==> config.mk <==
export PLATFORM = sky130hd
export DESIGN_NAME = dpu_unlock
export DESIGN_NICKNAME = d
export VERILOG_FILES = /design/src/rtl/dpu_rx.v /design/src/rtl/dpu_unlock.v
export VERILOG_INCLUDE_DIRS = /design/src /design/src/shared
export SDC_FILE = /design/constraint.sdc
export NUM_CORES = 1
export LEC_CHECK = 0
export BUFFER_PORTS_ARGS = -buffer_cell sky130_fd_sc_hd__clkbuf_2
export CORE_MARGIN = 2
export CORE_UTILIZATION = 50
export DETAILED_ROUTE_END_ITERATION = 12
export MAX_ROUTING_LAYER = met4
export PLACE_DENSITY = 0.79
export SLEW_MARGIN = 0
export SYNTH_ARGS = -nofsm -noshare
export SYNTH_HDL_FRONTEND = slang
export SYNTH_SLANG_ARGS = --single-unit
==> constraint.sdc <==
create_clock -name mclk -period 4.07 [get_ports mclk]
set_clock_uncertainty 0.15 [all_clocks]
set_input_delay 0.814 -clock mclk [delete_from_list [all_inputs] [get_ports mclk]]
set_output_delay 0.814 -clock mclk [all_outputs]
set_load 0.05 [all_outputs]
==> src/shared/dpu_defs.vh <==
/*
  constants for the debug pin unlock and break block: key bytes, opcodes,
  timing. assumes a 200 MHz mclk.
*/
`ifndef DPU_DEFS_VH
`define DPU_DEFS_VH
`define DPU_AUTOBAUD_BYTE 8'h80
`define DPU_KEY_B0 8'hEB
`define DPU_KEY_B1 8'h5A
`define DPU_KEY_B2 8'h70
`define DPU_KEY_B3 8'hCD
`define DPU_KEY_LEN 3'h4
`define DPU_OPC_BREAK 8'h00
`define DPU_OPC_ILLEGAL 8'hFF
`define DPU_OPC_NOP 8'h0F
`define DPU_CTRL_DEBUG 8'h80
`define DPU_CLK_MHZ 200
`define DPU_RST_SETTLE_MS 5
`define DPU_RST_SETTLE_CYC (`DPU_RST_SETTLE_MS * 1000 * `DPU_CLK_MHZ)
`endif

==> src/rtl/dpu_rx.v <==
/*
  serial byte receiver for the debug line with autobaud and break detect.
  assumes the line input is already synchronous to mclk and idles high.
*/
`default_nettype none
module dpu_rx #(
  parameter CW = 16
) (
  input wire mclk,
  input wire srst,
  input wire line_in,
  input wire rearm,
  output reg baud_ok_q,
  output reg [7:0] byte_q,
  output reg byte_vld_q,
  output reg break_q
);
  reg [CW-1:0] bit_len_q; // cycles per bit from autobaud
  reg [CW-1:0] cnt_q; // general counter
  reg [CW-1:0] low_q; // consecutive low cycles
  reg [3:0] bit_idx_q; // current bit
  reg [1:0] st_q; // receiver state
  reg line_d1_q; // previous line level
  // ten bit times as 8x plus 2x; wraps only for absurdly slow bit rates
  wire [CW-1:0] brk_len;
  assign brk_len = {bit_len_q[CW-4:0], 3'h0} + {bit_len_q[CW-2:0], 1'b0};
  localparam S_IDLE = 2'h0;
  localparam S_BAUD = 2'h1;
  localparam S_DATA = 2'h2;
  localparam S_STOP = 2'h3;

  // low run length, feeds break detection independent of the byte fsm
  always @(posedge mclk) begin
    if (srst) begin
      low_q <= {CW{1'b0}};
      break_q <= 1'b0;
    end else begin
      low_q <= line_in ? {CW{1'b0}} : (&low_q ? low_q : low_q + 1'b1);
      // low longer than ten bits is a break, even mid character
      break_q <= baud_ok_q && !line_in && (low_q == brk_len);
    end
  end

  // autobaud measures start plus seven zero bits of 80h, then bytes
  always @(posedge mclk) begin
    if (srst || rearm) begin
      st_q <= S_IDLE;
      baud_ok_q <= 1'b0;
      bit_len_q <= {CW{1'b0}};
      cnt_q <= {CW{1'b0}};
      bit_idx_q <= 4'h0;
      byte_q <= 8'h00;
      byte_vld_q <= 1'b0;
      line_d1_q <= 1'b1;
    end else begin
      line_d1_q <= line_in;
      byte_vld_q <= 1'b0;
      case (st_q)
        S_IDLE: begin
          // falling edge starts either autobaud or a character
          if (line_d1_q && !line_in) begin
            cnt_q <= {CW{1'b0}};
            st_q <= baud_ok_q ? S_DATA : S_BAUD;
            bit_idx_q <= 4'h0;
          end
        end
        S_BAUD: begin
          cnt_q <= cnt_q + 1'b1;
          if (line_in) begin
            // eight low bit times; divide by eight
            bit_len_q <= {3'h0, cnt_q[CW-1:3]};
            baud_ok_q <= 1'b1;
            st_q <= S_STOP;
          end
        end
        S_DATA: begin
          cnt_q <= cnt_q + 1'b1;
          // sample mid bit; first sample lands mid start bit
          if (cnt_q == (bit_idx_q == 4'h0 ? {1'b0, bit_len_q[CW-1:1]} : bit_len_q)) begin
            cnt_q <= {CW{1'b0}};
            bit_idx_q <= bit_idx_q + 1'b1;
            if (bit_idx_q != 4'h0)
              byte_q <= {line_in, byte_q[7:1]};
            if (bit_idx_q == 4'h8) begin
              byte_vld_q <= 1'b1;
              st_q <= S_STOP;
            end
          end
        end
        S_STOP: begin
          // wait for line high before the next start
          if (line_in)
            st_q <= S_IDLE;
        end
        default: st_q <= S_IDLE;
      endcase
    end
  end
endmodule // dpu_rx
`default_nettype wire

==> src/rtl/dpu_unlock.v <==
/*
  debug pin unlock and break handling for the small package.
  assumes shared pin input and reset pin level synchronous to mclk; the
  core presents each opcode on fetch_opcode with a one-cycle fetch_vld, and opcode 00h is decoded here as break.
*/
`include "dpu_defs.vh"
`default_nettype none
module dpu_unlock #(
  parameter SMALL_PKG = 1,
  parameter SETTLE_CYC = `DPU_RST_SETTLE_CYC
) (
  input wire mclk,
  input wire srst,
  input wire shared_reset_pin_n,
  input wire shared_debug_gpio_pin_in,
  input wire gpio_out,
  input wire gpio_oe_n,
  input wire ocd_tx_low,
  input wire [7:0] ctrl_wr_data,
  input wire ctrl_wr,
  input wire bp_enable,
  input wire [7:0] fetch_opcode,
  input wire fetch_vld,
  output reg shared_debug_gpio_pin_out,
  output reg shared_debug_gpio_pin_oe_n,
  output wire gpio_in,
  output wire debug_serial_pin,
  output reg pin_unlocked_q,
  output reg debug_mode_q,
  output reg cpu_idle_q,
  output reg [7:0] exec_opcode_q,
  output reg illegal_op_q,
  output reg break_seen_q,
  output reg [7:0] rx_byte_q,
  output reg rx_byte_vld_q
);
  localparam U_WAIT = 3'h0;
  localparam U_BAUD = 3'h1;
  localparam U_KEY = 3'h2;
  localparam U_DONE = 3'h3;
  localparam U_FAIL = 3'h4;
  reg [2:0] ust_q; // unlock state
  reg [2:0] key_idx_q; // key byte index
  reg [31:0] settle_q; // reset settle count
  reg rst_held_q; // reset pin low last cycle
  wire rst_held = !shared_reset_pin_n;
  wire line_in; // what the debug unit sees
  wire rx_baud_ok;
  wire [7:0] rx_byte;
  wire rx_vld;
  wire rx_break;
  reg [7:0] key_byte; // expected key byte

  // debug unit only sees the pin once unlocked
  assign line_in = (SMALL_PKG == 0 || pin_unlocked_q) ? shared_debug_gpio_pin_in : 1'b1;
  assign debug_serial_pin = line_in;
  // gpio input path blinded once the pin belongs to debug
  assign gpio_in = pin_unlocked_q ? 1'b1 : shared_debug_gpio_pin_in;

  // receiver restarts at reset so a fresh autobaud is needed
  dpu_rx #(.CW(16)) u_rx (
    .mclk(mclk),
    .srst(srst),
    .line_in(pin_unlocked_q ? line_in : shared_debug_gpio_pin_in),
    .rearm(rst_held != rst_held_q),
    .baud_ok_q(rx_baud_ok),
    .byte_q(rx_byte),
    .byte_vld_q(rx_vld),
    .break_q(rx_break)
  );

  // key byte select
  always @* begin
    case (key_idx_q)
      3'h0: key_byte = `DPU_KEY_B0;
      3'h1: key_byte = `DPU_KEY_B1;
      3'h2: key_byte = `DPU_KEY_B2;
      3'h3: key_byte = `DPU_KEY_B3;
      default: key_byte = 8'h00;
    endcase
  end

  // unlock sequencer, takes key bytes only while reset pin is held low, unlocks on release
  always @(posedge mclk) begin
    if (srst) begin
      ust_q <= U_WAIT;
      key_idx_q <= 3'h0;
      settle_q <= 32'h0;
      rst_held_q <= 1'b0;
      pin_unlocked_q <= (SMALL_PKG == 0); // large package: always debug
    end else begin
      rst_held_q <= rst_held;
      case (ust_q)
        U_WAIT: begin
          // bytes before the internal reset settles are not trusted
          if (!rst_held)
            settle_q <= 32'h0;
          else if (settle_q >= SETTLE_CYC - 1)
            ust_q <= U_BAUD;
          else
            settle_q <= settle_q + 1'b1;
        end
        U_BAUD: begin
          if (!rst_held)
            ust_q <= U_FAIL;
          else if (rx_baud_ok) begin
            ust_q <= U_KEY;
            key_idx_q <= 3'h0;
          end
        end
        U_KEY: begin
          if (!rst_held)
            ust_q <= U_FAIL; // early release
          else if (rx_vld) begin
            if (rx_byte != key_byte)
              ust_q <= U_FAIL;
            else if (key_idx_q == `DPU_KEY_LEN - 1'b1)
              ust_q <= U_DONE;
            else
              key_idx_q <= key_idx_q + 1'b1;
          end
        end
        U_DONE: begin
          // takes effect on release of reset
          if (!rst_held)
            pin_unlocked_q <= 1'b1;
        end
        U_FAIL: begin
          // stays gpio until the next reset press
          if (rst_held && !rst_held_q) begin
            ust_q <= U_WAIT;
            settle_q <= 32'h0;
          end
        end
        default: ust_q <= U_WAIT;
      endcase
      // a new reset press never relocks; U_DONE and the unlock hold until srst
      if (rst_held && !rst_held_q && ust_q == U_DONE)
        ust_q <= U_DONE;
    end
  end

  // pin driver: gpio until unlocked, then open-drain debug transmit
  always @(posedge mclk) begin
    if (srst) begin
      shared_debug_gpio_pin_out <= 1'b1;
      shared_debug_gpio_pin_oe_n <= 1'b1;
    end else if (pin_unlocked_q) begin
      shared_debug_gpio_pin_out <= 1'b0;
      shared_debug_gpio_pin_oe_n <= !ocd_tx_low; // open drain, releases high
    end else begin
      shared_debug_gpio_pin_out <= gpio_out;
      shared_debug_gpio_pin_oe_n <= gpio_oe_n;
    end
  end

  // debug mode, break handling and opcode path
  always @(posedge mclk) begin
    if (srst) begin
      debug_mode_q <= 1'b0;
      cpu_idle_q <= 1'b0;
      exec_opcode_q <= 8'h00;
      illegal_op_q <= 1'b0;
      break_seen_q <= 1'b0;
      rx_byte_q <= 8'h00;
      rx_byte_vld_q <= 1'b0;
    end else begin
      rx_byte_vld_q <= pin_unlocked_q && rx_vld;
      rx_byte_q <= rx_vld ? rx_byte : rx_byte_q;
      // break recognised regardless of own transmission
      break_seen_q <= pin_unlocked_q && rx_break;
      illegal_op_q <= 1'b0;
      // software control write enters debug mode
      if (pin_unlocked_q && ctrl_wr && ctrl_wr_data == `DPU_CTRL_DEBUG) begin
        debug_mode_q <= 1'b1;
        cpu_idle_q <= 1'b1;
      end
      if (fetch_vld && !cpu_idle_q) begin
        if (fetch_opcode == `DPU_OPC_BREAK) begin
          // decoded break signals the debug unit only while bp_enable is set
          if (bp_enable) begin
            debug_mode_q <= 1'b1;
            cpu_idle_q <= 1'b1;
            exec_opcode_q <= `DPU_OPC_NOP;
          end else
            exec_opcode_q <= `DPU_OPC_NOP; // ignored, nop
        end else if (fetch_opcode == `DPU_OPC_ILLEGAL) begin
          // erased flash: flag illegal, never halts the debug link
          illegal_op_q <= 1'b1;
          exec_opcode_q <= `DPU_OPC_NOP;
        end else
          exec_opcode_q <= fetch_opcode;
      end
    end
  end
endmodule // dpu_unlock
`default_nettype wire

==> flow_summary.toml <==
[yosys]
post-synth-top-area-cell = "dfxtp_1"
ys_seq_elements = 126
ys_types = 68
yosysSeqAreaShare_pct = 36.0
yosysWarningCount = 0
synth_area_leaders = "dfxtp_1 (36%), nand2_1 (5.1%), ha_1 (5.0%)"
yosys.area.top_type_share_pct = 36.0
syn-cell-area_um2 = 7010
synth-edff-count = 0
synth_ff_type = "dfxtp_1"
syn_area_per_cell_um2 = 8.11
syn_nets = 919
async_reset_ff_share_pct = 0
synth_cells = 864

[floorplan]
die_h_um = 122
dieArea_um2 = 15000
io_pins = 52
start_util_pct = 50.9
core_um2 = 13800
fp-row-count = 43
die_w_um = 122

[grt]
grtUsageTotal_pct = 23.5
grt_pass1_wl_um = 27600
grt.overflow.total = 0
grt_max_degree = 54
antenna_found_initial = 0
grt_pass1_vias = 5904

[worst_setup_path]
start_kind = "register"
path_delay_family = "simple AND/OR/NAND/NOR gates"
critPathCaptureType = "register"
arrival_ns = 3.34
worstPathMaxFanout = 5
crit_path_top_delay_cell = "or4_1"
reg2reg_slack_ns = 0.90
cp_common_cell = "a2111oi_0"
max_stage_delay_ns = 0.49
crit_type = "reg -> reg"
path_cells = "ha_1 > fa_1 > xor2_1 > a2111oi_0 > nand4_1 > a2111oi_0 > o2111ai_1 > or4_1 > nor4_1"
path_buf_inv = 0
cp.required_ns = 4.24

[status]
status = "complete, no violations"

[pwr]
clockPowerShare_pct = 46.9
p_per_area_nw_per_um2 = 347
switching_power_uw = 627
ir_worst_vdd_v = 0.000331
p_seq_share_pct = 46.2
swShare_pct = 23.0
p_int_mw = 2.10
power_frac_comb_pct = 6.9
leakagePower_nw = 3.02

[sta]
worst_pin_slew_ns = 0.911
finalCriticalPeriod_ns = 3.17
slew_headroom_pct = 39.0
worst_slack_ns = 0.900
drv_slew = 0
rsz0062_at_grt = "false"
fin_setup_tns_ns = 0
fin_crit_sh_pct = 77.9
max_freq_mhz = 315
finalHoldViolations = 0
setup_viol = 0

[clocking]
cts-root-buf = "clkbuf_16"
cts_tree = "yes"
post_cts_resized = 0
cts_max_path_buffers = 2
path_clk_slew_ns = 0.05
cts_hold_buf = 0
cts_buffers = 17
cts_max_level = 4
cts.sinks = 126
clk_latency_ns = 0.41
cts_setup_buffers = 0

[placement]
place_congestion = 0.897
hpwl_um = 11400
dp_slack_ns = 0.726
io_buffer_count = 51

[drt]
routed_wl_um = 16100
wl_per_cell_um = 14.9
drc = 0
ant_nets = 0
drtIter0Drc = 585
vias_per_cell = 5.89
vias = 6375
drtPass1Iterations = 5

[final_layout]
num_antenna_cells = 0
final_common_cell = "dfxtp_1"
post-route-util_pct = 57.1
nets = 951
most-common-layout-cells = "dfxtp_1 (126), nand2_1 (95), nor2_1 (68)"
drive_above_1_share_pct = 10.3
syn2layout_area_growth_pct = 12.2
nFillCells = 1264

[flow_run]
drv_cap = 0

[hold_path]
hold_path.class = "reg -> reg"
Yosys cell counts (22+ instances only):
cell type	instances
inv_1	31
nand2_1	95
xnor2_1	25
clkbuf_1	37
ha_1	28
nand4_1	26
xor2_1	22
mux2i_1	23
a21oi_1	64
o21ai_0	35
nor3_1	29
nor2_1	68
dfxtp_1	126
nand3_1	35
per-stage QoR:
stage,hold slack [ns],area (um^2),total power [mW],cells
floorplan,0.280,7010,1.42,864
global placement,0.282,7370,1.47,1057
detailed placement,0.294,7370,1.47,1057
CTS,0.317,7860,2.74,1083
global route,0.342,7860,2.83,1083
finish,0.315,7860,2.73,1083
worst reg2reg max path, cell delays in order, from the launching register on:
cell	delay (ns)
dfxtp_1	0.43
ha_1	0.22
fa_1	0.43
xor2_1	0.15
a2111oi_0	0.36
nand4_1	0.13
a2111oi_0	0.31
o2111ai_1	0.16
or4_1	0.49
nor4_1	0.24
cell type report:
type | instances | area (um^2) | share of cell area, %
multi-input cells | 664 | 4210 | 53.6
flip-flops and latches | 126 | 2520 | 32.1
clock buffers | 23 | 478 | 6.08
repair buffers | 56 | 293 | 3.72
well taps | 180 | 225 | 2.86
inverters | 31 | 116 | 1.48
clock inverters | 3 | 15.0 | 0.191
logic make-up after synthesis:
group / Yosys count / synth area share, %
muxes: 23 / 3.28
adders and majority gates: 29 / 5.28
DFF: 126 / 36.0
and+or+nand+nor: 376 / 27.8
AOI/OAI and AO/OA: 189 / 17.7
buffers and inverters: 74 / 4.05
xor gates and xnor gates: 47 / 5.87
flip-flops by register name, summed over array words and instances, names as in the netlist:
register	flops
settle_q	32
rst_held_q	1
u_rx.cnt_q	16
ust_q	3
illegal_op_q	1
pin_unlocked_q	1
u_rx.break_q	1
exec_opcode_q	8
u_rx.baud_ok_q	1
u_rx.bit_idx_q	4
rx_byte_vld_q	1
u_rx.byte_vld_q	1
debug_mode_q	1
break_seen_q	1
u_rx.line_d1_q	1
rx_byte_q	8
shared_debug_gpio_pin_out	1
u_rx.st_q	2
u_rx.bit_len_q	13
key_idx_q	3
u_rx.byte_q	8
shared_debug_gpio_pin_oe_n	1
u_rx.low_q	16
cpu_idle_q	1
layer usage:
layer	vias up	wire [um]	global-route usage (%)	share of wire [%]
met5	-	0	-	0
met4	0	393	10.3	2.4
met3	38	1030	4.18	6.4
met2	202	7190	36.9	45
met1	2946	7480	29.8	46
li1	3189	-	-	-
power by group through the flow:
stage	registers [mW]	logic [mW]	clock network (mW)
2_1_floorplan	1.30	0.115	0
3_3_place_gp	1.29	0.185	0
3_5_place_dp	1.29	0.186	0
4_1_cts	1.26	0.187	1.30
5_1_grt	1.26	0.209	1.36
6_report	1.26	0.187	1.28
worst paths after layout:
check | from | to | cells past startpoint
hold reg to reg | settle_q[30] | settle_q[30] | 1
setup / recovery | u_rx.bit_len_q[2] | u_rx.break_q | 9
setup reg to reg | u_rx.bit_len_q[2] | u_rx.break_q | 9
hold / removal | settle_q[30] | settle_q[30] | 1
(Power assumes the default switching activity.)
